`src/design/vssc_pkg.sv`:
```
// package: register map, field positions and reset values of the sync select control bank
package vssc_pkg;
    localparam logic [7:0] ADDR_SYNC_CTRL = 8'h0e;
    localparam logic [7:0] ADDR_CLAMP_CTRL = 8'h0f;
    localparam logic [7:0] ADDR_GREEN_CTRL = 8'h10;
    localparam logic [7:0] ADDR_SEP_THR = 8'h11;
    localparam logic [7:0] ADDR_LEAD = 8'h12;
    localparam logic [7:0] ADDR_TRAIL = 8'h13;
    localparam logic [7:0] ADDR_DETECT = 8'h14;

    localparam logic [7:0] RST_SYNC_CTRL = 8'h40;
    localparam logic [7:0] RST_CLAMP_CTRL = 8'h4e;
    localparam logic [7:0] RST_GREEN_CTRL = 8'h78;
    localparam logic [7:0] RST_SEP_THR = 8'h20;
    localparam logic [7:0] RST_LEAD = 8'h00;
    localparam logic [7:0] RST_TRAIL = 8'h00;
    localparam logic [7:0] CLAMP_CTRL_WMASK = 8'hfe;

    // sync_source_control bits
    localparam int B_HPOL_OVR = 7;
    localparam int B_HPOL_IN = 6;
    localparam int B_HPOL_OUT = 5;
    localparam int B_AHS_OVR = 4;
    localparam int B_AHS_SEL = 3;
    localparam int B_VS_OUT_INV = 2;
    localparam int B_AVS_OVR = 1;
    localparam int B_AVS_SEL = 0;
    // clamp_hold_power_control bits
    localparam int B_CLAMP_EXT = 7;
    localparam int B_CLAMP_POL = 6;
    localparam int B_HOLD_SRC = 5;
    localparam int B_HOLD_POL_OVR = 4;
    localparam int B_HOLD_POL = 3;
    localparam int B_SEEK_OK = 2;
    localparam int B_FULL_POWER_DOWN_N_N = 1;
    // green_slicer_clamp_select bits
    localparam int B_RED_MID = 2;
    localparam int B_BLUE_MID = 1;
    // sync detect bits
    localparam int B_DET_HS = 7;
    localparam int B_DET_AHS = 6;
    localparam int B_DET_HPOL = 5;
    localparam int B_DET_VS = 4;
    localparam int B_DET_AVS = 3;
    localparam int B_DET_VPOL = 2;
    localparam int B_DET_SOG = 1;
    localparam int B_DET_HOLDPOL = 0;

    localparam int CLK_HZ = 100_000_000;
    localparam int SEP_REF_HZ = 5_000_000;
    localparam int SEP_DIV = CLK_HZ / SEP_REF_HZ;
    localparam logic [4:0] SEP_DIV_LAST = 5'(SEP_DIV - 1);

    typedef struct packed {
        logic hsync_pin;
        logic sog_sync;
        logic vsync_pin;
        logic clamp_pin;
        logic hold_pin;
        logic hs_present;
        logic vs_present;
        logic sog_present;
    } vssc_sync_in_t;

    typedef struct packed {
        logic hsync;
        logic vsync;
        logic clamp;
        logic pll_hold;
        logic hpol_high;
        logic red_mid;
        logic blue_mid;
        logic low_power_ok;
        logic power_down;
        logic [4:0] slicer_level;
    } vssc_ctrl_out_t;
endpackage

```
`src/design/vssc_top.sv`:
```
// sync source selection, polarity, clamp, pll hold and power control with register bank
// Function
// - hsync polarity: auto unless override set
// - input polarity bit: 0 low, 1 high
// - hsync output high pulse at 0
// - hsync source override else auto detect
// - select: pin or green; override/both-active
// - vsync output inverted when bit is 0
// - vsync select raw/separated: override else auto detect
// - clamp from hsync or external pin
// - external clamp polarity selectable
// - pll hold from pin or vsync
// - hold polarity auto unless override set
// - hold polarity bit: 0 low, 1 high
// - seek bit permits low power mode
// - active low full power down
// - red/blue clamp ground or midscale
// - separator counts 5 MHz ticks to threshold
// - hold asserted lead lines before vsync
// - hold kept trail lines after vsync
// - status reports hsync and green presence
// - registers reached over serial port
`timescale 1ns/1ps
`default_nettype none
module vssc_top
(
    input wire logic clk_i,
    input wire logic rst_i,
    // byte-wide register port, decoded from the serial port front end
    input wire logic reg_wr_i,
    input wire logic reg_rd_i,
    input wire logic [7:0] reg_addr_i,
    input wire logic [7:0] reg_wdata_i,
    output logic [7:0] reg_rdata_o,
    output logic reg_rvalid_o,
    input wire vssc_pkg::vssc_sync_in_t sync_i,
    output vssc_pkg::vssc_ctrl_out_t ctrl_o
);
    logic [7:0] sync_ctrl_q;
    logic [7:0] clamp_ctrl_q;
    logic [7:0] green_ctrl_q;
    logic [7:0] sep_thr_q;
    logic [7:0] lead_q;
    logic [7:0] trail_q;

    // register writes; sparse map, unmapped writes are dropped
    always_ff @(posedge clk_i)
    begin
        if (rst_i)
        begin
            sync_ctrl_q <= vssc_pkg::RST_SYNC_CTRL;
            clamp_ctrl_q <= vssc_pkg::RST_CLAMP_CTRL;
            green_ctrl_q <= vssc_pkg::RST_GREEN_CTRL;
            sep_thr_q <= vssc_pkg::RST_SEP_THR;
            lead_q <= vssc_pkg::RST_LEAD;
            trail_q <= vssc_pkg::RST_TRAIL;
        end
        else if (reg_wr_i)
        begin
            unique case (reg_addr_i)
                vssc_pkg::ADDR_SYNC_CTRL: sync_ctrl_q <= reg_wdata_i;
                vssc_pkg::ADDR_CLAMP_CTRL:
                    clamp_ctrl_q <= reg_wdata_i & vssc_pkg::CLAMP_CTRL_WMASK;
                // bit 0 is stored as written; the controller must set it
                vssc_pkg::ADDR_GREEN_CTRL: green_ctrl_q <= reg_wdata_i;
                vssc_pkg::ADDR_SEP_THR: sep_thr_q <= reg_wdata_i;
                vssc_pkg::ADDR_LEAD: lead_q <= reg_wdata_i;
                vssc_pkg::ADDR_TRAIL: trail_q <= reg_wdata_i;
                default:
                begin
                end
            endcase
        end
    end

    // polarity detection: sample level a while after an edge is absent; simple
    // majority proxy is the idle level, so the sync's active level is its inverse
    logic hs_idle_q;
    logic hold_idle_q;
    logic hs_prev_q;
    logic [7:0] hs_stable_q;
    always_ff @(posedge clk_i)
    begin
        if (rst_i)
        begin
            hs_prev_q <= 1'b0;
            hs_stable_q <= 8'h00;
            hs_idle_q <= 1'b0;
            hold_idle_q <= 1'b0;
        end
        else
        begin
            hs_prev_q <= sync_i.hsync_pin;
            if (sync_i.hsync_pin != hs_prev_q)
                hs_stable_q <= 8'h00;
            else if (hs_stable_q != 8'hff)
                hs_stable_q <= hs_stable_q + 8'h01;
            // a level held long is the idle level, not the pulse
            if (hs_stable_q == 8'hfe)
                hs_idle_q <= hs_prev_q;
            hold_idle_q <= sync_i.vsync_pin ? hold_idle_q : sync_i.hold_pin;
        end
    end

    logic hpol_high;
    logic hold_pol_high;
    assign hpol_high = sync_ctrl_q[vssc_pkg::B_HPOL_OVR] ?
                       sync_ctrl_q[vssc_pkg::B_HPOL_IN] : ~hs_idle_q;
    assign hold_pol_high = clamp_ctrl_q[vssc_pkg::B_HOLD_POL_OVR] ?
                           clamp_ctrl_q[vssc_pkg::B_HOLD_POL] : ~hold_idle_q;

    // automatic source choice; green wins when only green is present, or when both are present and the select bit is set
    logic auto_ahs;
    logic active_hsync_indication;
    logic both_hs;
    assign both_hs = sync_i.hs_present & sync_i.sog_present;
    assign auto_ahs = both_hs ? sync_ctrl_q[vssc_pkg::B_AHS_SEL] :
                      (~sync_i.hs_present & sync_i.sog_present);
    assign active_hsync_indication = sync_ctrl_q[vssc_pkg::B_AHS_OVR] ?
                 sync_ctrl_q[vssc_pkg::B_AHS_SEL] : auto_ahs;

    logic hs_raw;
    logic hs_active;
    assign hs_raw = active_hsync_indication ? sync_i.sog_sync : sync_i.hsync_pin;
    // the green slicer output is taken as active high already
    assign hs_active = active_hsync_indication ? hs_raw : (hs_raw ~^ hpol_high);

    // sync separator: count 5 MHz ticks of active composite sync
    logic [4:0] div_q;
    logic tick;
    logic [7:0] sep_cnt_q;
    logic sep_vs_q;
    assign tick = (div_q == vssc_pkg::SEP_DIV_LAST);
    always_ff @(posedge clk_i)
    begin
        if (rst_i)
            div_q <= 5'h00;
        else if (tick)
            div_q <= 5'h00;
        else
            div_q <= div_q + 5'h01;
    end

    // pulses longer than the threshold are vertical sync; shorter are hsync
    always_ff @(posedge clk_i)
    begin
        if (rst_i)
        begin
            sep_cnt_q <= 8'h00;
            sep_vs_q <= 1'b0;
        end
        else if (tick)
        begin
            if (hs_active != sep_vs_q)
            begin
                if (sep_cnt_q >= sep_thr_q)
                begin
                    sep_vs_q <= hs_active;
                    sep_cnt_q <= 8'h00;
                end
                else
                    sep_cnt_q <= sep_cnt_q + 8'h01;
            end
            else
                sep_cnt_q <= 8'h00;
        end
    end

    logic active_vsync_indication;
    logic vs_active;
    assign active_vsync_indication = sync_ctrl_q[vssc_pkg::B_AVS_OVR] ?
                 sync_ctrl_q[vssc_pkg::B_AVS_SEL] :
                 (~sync_i.vs_present & sync_i.sog_present);
    assign vs_active = active_vsync_indication ? sep_vs_q : sync_i.vsync_pin;

    // hold window: lead lines are realised by counting lines since the last vsync
    // and asserting when a frame of equal length is that close to ending
    logic hs_prev_act_q;
    logic vs_prev_q;
    logic hs_rise;
    logic vs_rise;
    logic vs_fall;
    logic [15:0] line_q;
    logic [15:0] frame_len_q;
    logic [7:0] trail_cnt_q;
    logic trail_on_q;
    assign hs_rise = hs_active & ~hs_prev_act_q;
    assign vs_rise = vs_active & ~vs_prev_q;
    assign vs_fall = ~vs_active & vs_prev_q;
    always_ff @(posedge clk_i)
    begin
        if (rst_i)
        begin
            hs_prev_act_q <= 1'b0;
            vs_prev_q <= 1'b0;
            line_q <= 16'h0000;
            frame_len_q <= 16'h0000;
            trail_cnt_q <= 8'h00;
            trail_on_q <= 1'b0;
        end
        else
        begin
            hs_prev_act_q <= hs_active;
            vs_prev_q <= vs_active;
            if (vs_rise)
            begin
                frame_len_q <= line_q;
                line_q <= 16'h0000;
            end
            else if (hs_rise && line_q != 16'hffff)
                line_q <= line_q + 16'h0001;
            if (vs_fall)
            begin
                trail_cnt_q <= trail_q;
                trail_on_q <= (trail_q != 8'h00);
            end
            else if (trail_on_q && hs_rise)
            begin
                trail_cnt_q <= trail_cnt_q - 8'h01;
                trail_on_q <= (trail_cnt_q != 8'h01);
            end
        end
    end

    logic lead_on;
    logic int_hold;
    logic ext_hold;
    // opens when the lines left before the predicted vsync equal the lead count
    assign lead_on = (lead_q != 8'h00) && (frame_len_q != 16'h0000) &&
                     (({1'b0, line_q} + {9'h000, lead_q}) > {1'b0, frame_len_q});
    assign int_hold = vs_active | lead_on | trail_on_q;
    assign ext_hold = sync_i.hold_pin ~^ hold_pol_high;

    logic clamp_ext;
    assign clamp_ext = sync_i.clamp_pin ^ clamp_ctrl_q[vssc_pkg::B_CLAMP_POL];

    logic [7:0] detect;
    assign detect = {sync_i.hs_present, active_hsync_indication, hpol_high, sync_i.vs_present, active_vsync_indication,
                     ~sync_ctrl_q[vssc_pkg::B_VS_OUT_INV], sync_i.sog_present,
                     hold_pol_high};

    // outputs registered
    always_ff @(posedge clk_i)
    begin
        if (rst_i)
            ctrl_o <= '0;
        else
        begin
            ctrl_o.hsync <= hs_active ^ sync_ctrl_q[vssc_pkg::B_HPOL_OUT];
            ctrl_o.vsync <= vs_active ^ ~sync_ctrl_q[vssc_pkg::B_VS_OUT_INV];
            ctrl_o.clamp <= clamp_ctrl_q[vssc_pkg::B_CLAMP_EXT] ? clamp_ext : hs_active;
            ctrl_o.pll_hold <= clamp_ctrl_q[vssc_pkg::B_HOLD_SRC] ? int_hold : ext_hold;
            ctrl_o.hpol_high <= hpol_high;
            ctrl_o.red_mid <= green_ctrl_q[vssc_pkg::B_RED_MID];
            ctrl_o.blue_mid <= green_ctrl_q[vssc_pkg::B_BLUE_MID];
            ctrl_o.low_power_ok <= clamp_ctrl_q[vssc_pkg::B_SEEK_OK];
            ctrl_o.power_down <= ~clamp_ctrl_q[vssc_pkg::B_FULL_POWER_DOWN_N_N];
            ctrl_o.slicer_level <= green_ctrl_q[7:3];
        end
    end

    // read port: one cycle after the strobe; unmapped reads return zero
    always_ff @(posedge clk_i)
    begin
        if (rst_i)
        begin
            reg_rdata_o <= 8'h00;
            reg_rvalid_o <= 1'b0;
        end
        else
        begin
            reg_rvalid_o <= reg_rd_i;
            if (reg_rd_i)
            begin
                unique case (reg_addr_i)
                    vssc_pkg::ADDR_SYNC_CTRL: reg_rdata_o <= sync_ctrl_q;
                    vssc_pkg::ADDR_CLAMP_CTRL: reg_rdata_o <= clamp_ctrl_q;
                    vssc_pkg::ADDR_GREEN_CTRL: reg_rdata_o <= green_ctrl_q;
                    vssc_pkg::ADDR_SEP_THR: reg_rdata_o <= sep_thr_q;
                    vssc_pkg::ADDR_LEAD: reg_rdata_o <= lead_q;
                    vssc_pkg::ADDR_TRAIL: reg_rdata_o <= trail_q;
                    vssc_pkg::ADDR_DETECT: reg_rdata_o <= detect;
                    default: reg_rdata_o <= 8'h00;
                endcase
            end
        end
    end
endmodule
`default_nettype wire

```
`config.mk`:
```
export PLATFORM = sky130hd
export DESIGN_NAME = vssc_top
export DESIGN_NICKNAME = d
export VERILOG_FILES = /design/src/design/vssc_pkg.sv /design/src/design/vssc_top.sv
export SDC_FILE = /design/constraint.sdc
export NUM_CORES = 1
export LEC_CHECK = 0
export BUFFER_PORTS_ARGS = -buffer_cell sky130_fd_sc_hd__buf_2
export CAP_MARGIN = 5
export CORE_MARGIN = 5
export CORE_UTILIZATION = 49
export CTS_CLUSTER_DIAMETER = 150
export DETAILED_ROUTE_END_ITERATION = 10
export PLACE_DENSITY = 0.64
export REMOVE_ABC_BUFFERS = 1
export SYNTH_ARGS = -nofsm -noshare
export SYNTH_HDL_FRONTEND = slang
export SYNTH_SLANG_ARGS = --single-unit
```
`constraint.sdc`:
```
create_clock -name clk_i -period 8.2 [get_ports clk_i]
set_input_delay 1.23 -clock clk_i [delete_from_list [all_inputs] [get_ports clk_i]]
set_output_delay 1.23 -clock clk_i [all_outputs]
set_load 0.05 [all_outputs]
```
== After elaboration in Yosys (flattened, before gate mapping) ==
Index checks and enable logic that the tools add are counted.

* Add/subtract/negate cells: 6
* Multipliers: 0
* Div/mod/pow operators: 0
* Magnitude comparators: 2
* Eq/ne operators: 14
* Shift-type cells: 0
* Mux-type cells: 17
* Bitwise operators: 22
* Reductions and logical operators: 18

{| class="wikitable"
|+ Operator list
! cell !! count
|-
| 8-bit one-hot mux with 7 select lines || 1
|-
| 8-bit by 5-bit equality test with 1-bit output, second input constant || 5
|-
| 8-bit two-way mux || 4
|-
| 16-bit by 8-bit adder with 17-bit output || 1
|-
| 17-bit by 16-bit > comparator with 1-bit output || 1
|-
| 16-bit by 1-bit adder with 16-bit output, second input constant || 1
|-
| 8-bit by 1-bit adder with 8-bit output, second input constant || 2
|-
| 8-bit by 4-bit equality test with 1-bit output, second input constant || 2
|-
| 16-bit != test, second input constant || 1
|-
| 16-bit nonzero test || 1
|-
| 8-bit nonzero test || 2
|-
| 1-bit two-way mux || 12
|-
| 2-bit AND reduction || 6
|-
| 1-bit inverter || 9
|-
| 8-bit equality test, second input constant || 1
|-
| 8-bit >= comparator || 1
|-
| 8-bit by 1-bit != test with 1-bit output, second input constant || 1
|-
| 8-bit != test, second input constant || 1
|-
| 8-bit by 1-bit subtractor with 8-bit output, second input constant || 1
|-
| 1-bit bitwise AND || 6
|-
| 2-bit OR reduction || 3
|-
| 5-bit by 1-bit adder with 5-bit output, second input constant || 1
|-
| 5-bit equality test, second input constant || 1
|-
| 1-bit logical AND || 4
|-
| 6 further kinds || 11
|}

* Bits in registers: 138
* Bits in latches: 0
* RAM bits: 0
* Memory bits (read-only): 0
* Bits of input ports: 28
* Output and inout port bits: 23
* Logic and storage cells: 110
* Memories kept: 0

== Logic depth before layout (Yosys ltp) ==
* Word-level depth: 11
* Gate-level depth with buffers: 16
* Gate-level depth less buffers: 16

== Worst setup path before layout ==
Ideal clock, no wire load.

* Kind: reg2reg
* From: reg line_q[0]
* To: reg ctrl_o[10] (netlist bit)
* Setup time: 130 ps
* Arrival: 2742 ps
* Required time: 8070 ps
* Path slack: 5327 ps
* Cell stages (with the launch flop): 16
* Buffers on the path: 0
* Clock period less this slack: 2873 ps
* Cells stage by stage: dfxtp_1 -> ha_1 -> inv_1 -> fa_1 -> nor2b_1 -> o21ai_1 -> a21oi_1 -> o41ai_2 -> xnor2_1 -> ha_1 -> nand4_1 -> nor3_1 -> a2111oi_0 -> o31ai_1 -> a2bb2oi_1 -> o22ai_1

* Word-level cells in the longest chain between the ends: 6

{| class="wikitable"
|+ RTL lines
! item !! line !! RTL
|-
| from (decl) || vssc_top.sv:183 || <nowiki>logic [15:0] line_q;</nowiki>
|-
| from (signal assigned) || vssc_top.sv:211 || <nowiki>line_q <= line_q + 16'h0001;</nowiki>
|-
| 16-bit by 8-bit adder with 17-bit output || vssc_top.sv:230 || <nowiki>(({1'b0, line_q} + {9'h000, lead_q}) > {1'b0, frame_len_q});</nowiki>
|-
| 17-bit by 16-bit > comparator with 1-bit output || vssc_top.sv:230 ||
|-
| 1-bit logical AND || vssc_top.sv:229 || <nowiki>assign lead_on = (lead_q != 8'h00) && (frame_len_q != 16'h0000) &&</nowiki>
|-
| 1-bit OR (2 in series) || vssc_top.sv:231 || <nowiki>assign int_hold = vs_active | lead_on | trail_on_q;</nowiki>
|-
| 1-bit two-way mux || vssc_top.sv:252 || <nowiki>ctrl_o.pll_hold <= clamp_ctrl_q[vssc_pkg::B_HOLD_SRC] ? int_hold : ext_hold;</nowiki>
|-
| to (decl) || vssc_top.sv:37 || <nowiki>output vssc_pkg::vssc_ctrl_out_t ctrl_o</nowiki>
|}

Every way passes these cells.
A chain may end at the register's enable or synchronous reset.

== Worst setup path in the final report ==
* From: reg line_q[2]
* To: reg ctrl_o[10] (netlist bit)

The elaborated chain is that of the path after synthesis.

==> reports/metrics.yaml <==
cts_tree: "done"
power_leakage_nw: 3.09
fin_setup_tns_ns: 0
num_vias: 5957
clockBufferDepth: 2
coreArea_um2: 14400
worst_slew_pin_slew_ns: 0.826
floorplan.initialDensity_pct: 49.3
die_h_um: 130
antenna_cells: 0
setup_viol_count_final: 0
fmax_ghz: 0.283
p_per_area_nw_per_um2: 196
cp.arrival_ns: 3.81
antenna_found_initial: 0
timing_hold_violations_final: 0
maxCapViolations: 0
fin_util_pct: 56.1
p_sw_share_pct: 22.7
finClkSkew_ns: 0.00981
grt_pass1_wl_um: 28700
gp_congestion: 0.876
clk_latency_ns: 0.42
drt_pass1_iterations: 5
overflow: 0
wirelength_um: 17600
synth_edf_count: 0
comb_power_share_pct: 6.1
end_kind: "flop"
status: "finished, final reports clean"
rsz0062_at_grt: "no"
syn_avg_cell_area_um2: 8.70
initialDrtViolationCount: 442
io_pins: 51
grt_max_degree: 50
grtUsageTotal_pct: 21.3
rows: 44
critical_path_class: "reg2reg"
portBuffers: 50
place_inst: 1020
top_regs: "frame_len_q (16), line_q (16), ctrl_o (14)"
cts-root-buf: "clkbuf_16"
drive_above_1_share_pct: 13.8
ir_worst_vdd_v: 0.000122
hpwl_um: 12800
timing.hold.ws_ns: 0.442
seq_area_frac_synth_pct: 39.0
area_growth_pct: 13.8
fin_cells: 1052
p_int_w: 0.00122
p_sw_w: 0.000359
path_max_fanout: 6
drtAntennaViolNets: 0
grt_pass1_vias: 5728
clk_pin_slew_ns: 0.06
syn_inst: 814
yosys_warnings: 0
report.final.slew_viol_count: 0
cts_sinks: 138
synthArstFlopShare_pct: 0
die_w_um: 130
slew_headroom_pct: 44.7
synth_seq_cells: 138
critical_path_required_ns: 8.48
wl_per_cell_um: 16.7
cts_resized: 0
cp-start-kind: "flop"
period_share_pct: 43.1
period_needed_ns: 3.54
synth-main-ff-cell: "dfxtp_1"
ys_types: 71
dieArea_um2: 17000
seq_power_share_pct: 43.6
fin_nets: 923
cts_inserted_buffers: 17
syn_area_um2: 7080
cts_max_level: 4
vias_per_cell: 5.66
hold_path.class: "reg2reg"
total_power_w: 0.00158
power_frac_clock_pct: 50.4
drc: 0
post_cts_buffers: 0
cts_hold_buf: 0
[path summary, 6_finish.rpt]
path	startpoint	endpoint	slack [ns]	cells after the start
worst max-delay path	line_q[2]	ctrl_o[10]	4.66	13
worst min-delay path	reg_rdata_o[3]	reg_rdata_o[3]	0.44	2
worst max register to register	line_q[2]	ctrl_o[10]	4.66	13
worst min register to register	reg_rdata_o[3]	reg_rdata_o[3]	0.44	2
[Yosys cell counts (4+ instances only)]
cell      number  area share (%)
nor4_1        12             1.1
or2_2          4            0.35
a31oi_1        4            0.35
nand3_1       32             2.3
o22ai_1       12             1.1
and3_1         9            0.79
buf_4          4            0.42
buf_2          8            0.57
a21o_1         5            0.53
and2_1         4            0.35
or3_1          6            0.53
a211oi_1       5            0.53
nor2_1        88             4.7
mux2i_1       43             6.1
nand3b_1       4            0.42
o21ai_1       15             1.1
a311oi_1       5            0.62
xnor2_1       30             3.7
nor2b_1       13             1.1
a21oi_1       43             3.0
nand2b_1       4            0.35
inv_1         48             2.5
mux2_2        13             2.1
ha_1          39             6.9
nand4_1       12             1.1
nand2_1       90             4.8
a221oi_1       7            0.87
a22oi_1        9            0.95
xor2_1        16             2.0
dfxtp_1      138              39
clkbuf_1      17            0.90
nor3_1        14            0.99
o21ai_0       14            0.99
[cell families (layout without fill, tap and decap cells)]
| group | count (synthesis) | after routing | synth area share [%] |
|---|---|---|---|
| simple gates | 310 | 310 | 21.4 |
| compound gates | 145 | 145 | 13.8 |
| flops | 138 | 138 | 39.0 |
| buf+inv | 78 | 132 | 4.49 |
| mux | 57 | 57 | 8.46 |
| xor+xnor | 46 | 46 | 5.69 |
| fa+ha+maj | 40 | 40 | 7.17 |
[per-stage QoR]
step	cell area, µm²	setup WS (ns)
after global placement	7440	4.85
after detailed placement	7440	4.67
after floorplan	6940	5.34
after CTS	8060	4.63
final	8060	4.66
after global routing	8060	4.34
[power groups by stage]
| stage | registers (W) | clock network [W] | logic, W |
|---|---|---|---|
| after floorplan | 0.000712 | 0 | 0.0000424 |
| after CTS | 0.000688 | 0.000812 | 0.0000952 |
| after global placement | 0.000702 | 0 | 0.0000923 |
| after global routing | 0.000689 | 0.000844 | 0.000104 |
| after detailed placement | 0.000702 | 0 | 0.0000948 |
| final | 0.000688 | 0.000796 | 0.0000957 |
[per-layer routing]
metal  vias up  global-route usage (%)  share of wire [%]
li1       2946                       -                  -
met1      2804                    28.2                 44
met2       184                    34.6                 48
met3        23                    4.05                5.5
met4         0                    7.89                1.7
met5         -                       0                  0
[area by class of cell]
class | instances | area, µm²
Timing Repair Buffer | 52 | 265
Inverter | 48 | 180
Multi-Input combinational cell | 598 | 4000
Clock inverter | 13 | 175
Tap cell | 184 | 230
Sequential cell | 138 | 2760
Clock buffer | 19 | 443
Fill cell | 1286 | 6310
[placed cells by master (no fill, tap or decap), types with 4 or more instances in the layout]
cell,netlist,final
a21oi_1,43,43
mux2i_1,43,43
a31oi_1,4,4
a22oi_1,9,9
clkbuf_16,0,17
nor2_1,88,88
mux2_2,13,13
nand3_1,32,32
nand2_1,90,90
xnor2_1,30,30
nand3b_1,4,4
or3_1,6,6
nor3_1,14,14
nor2b_1,13,13
o21ai_1,15,15
nand2b_1,4,4
bufinv_16,0,4
a311oi_1,5,5
ha_1,39,39
a211oi_1,5,5
and2_1,4,4
xor2_1,16,16
dfxtp_1,138,138
clkinvlp_4,0,4
nor4_1,12,12
buf_2,8,50
or2_2,4,4
clkinv_2,0,5
a221oi_1,7,7
inv_1,48,48
o21ai_0,14,14
o22ai_1,12,12
and3_1,9,9
a21o_1,5,5
nand4_1,12,12
[worst max-delay path, stage by stage, from the launching register on]
cell and delay, ns:
dfxtp_1 0.49, ha_1 0.35, nor2b_1 0.15, o21ai_1 0.14, a21oi_1 0.13, o41ai_2 0.54, nor2_1 0.14, xor2_1 0.18
ha_1 0.33, nand4_1 0.18, nor4_1 0.38, nand2_1 0.10, a2bb2oi_1 0.18, o22ai_1 0.12
Power figures use the tool's default switching activity.
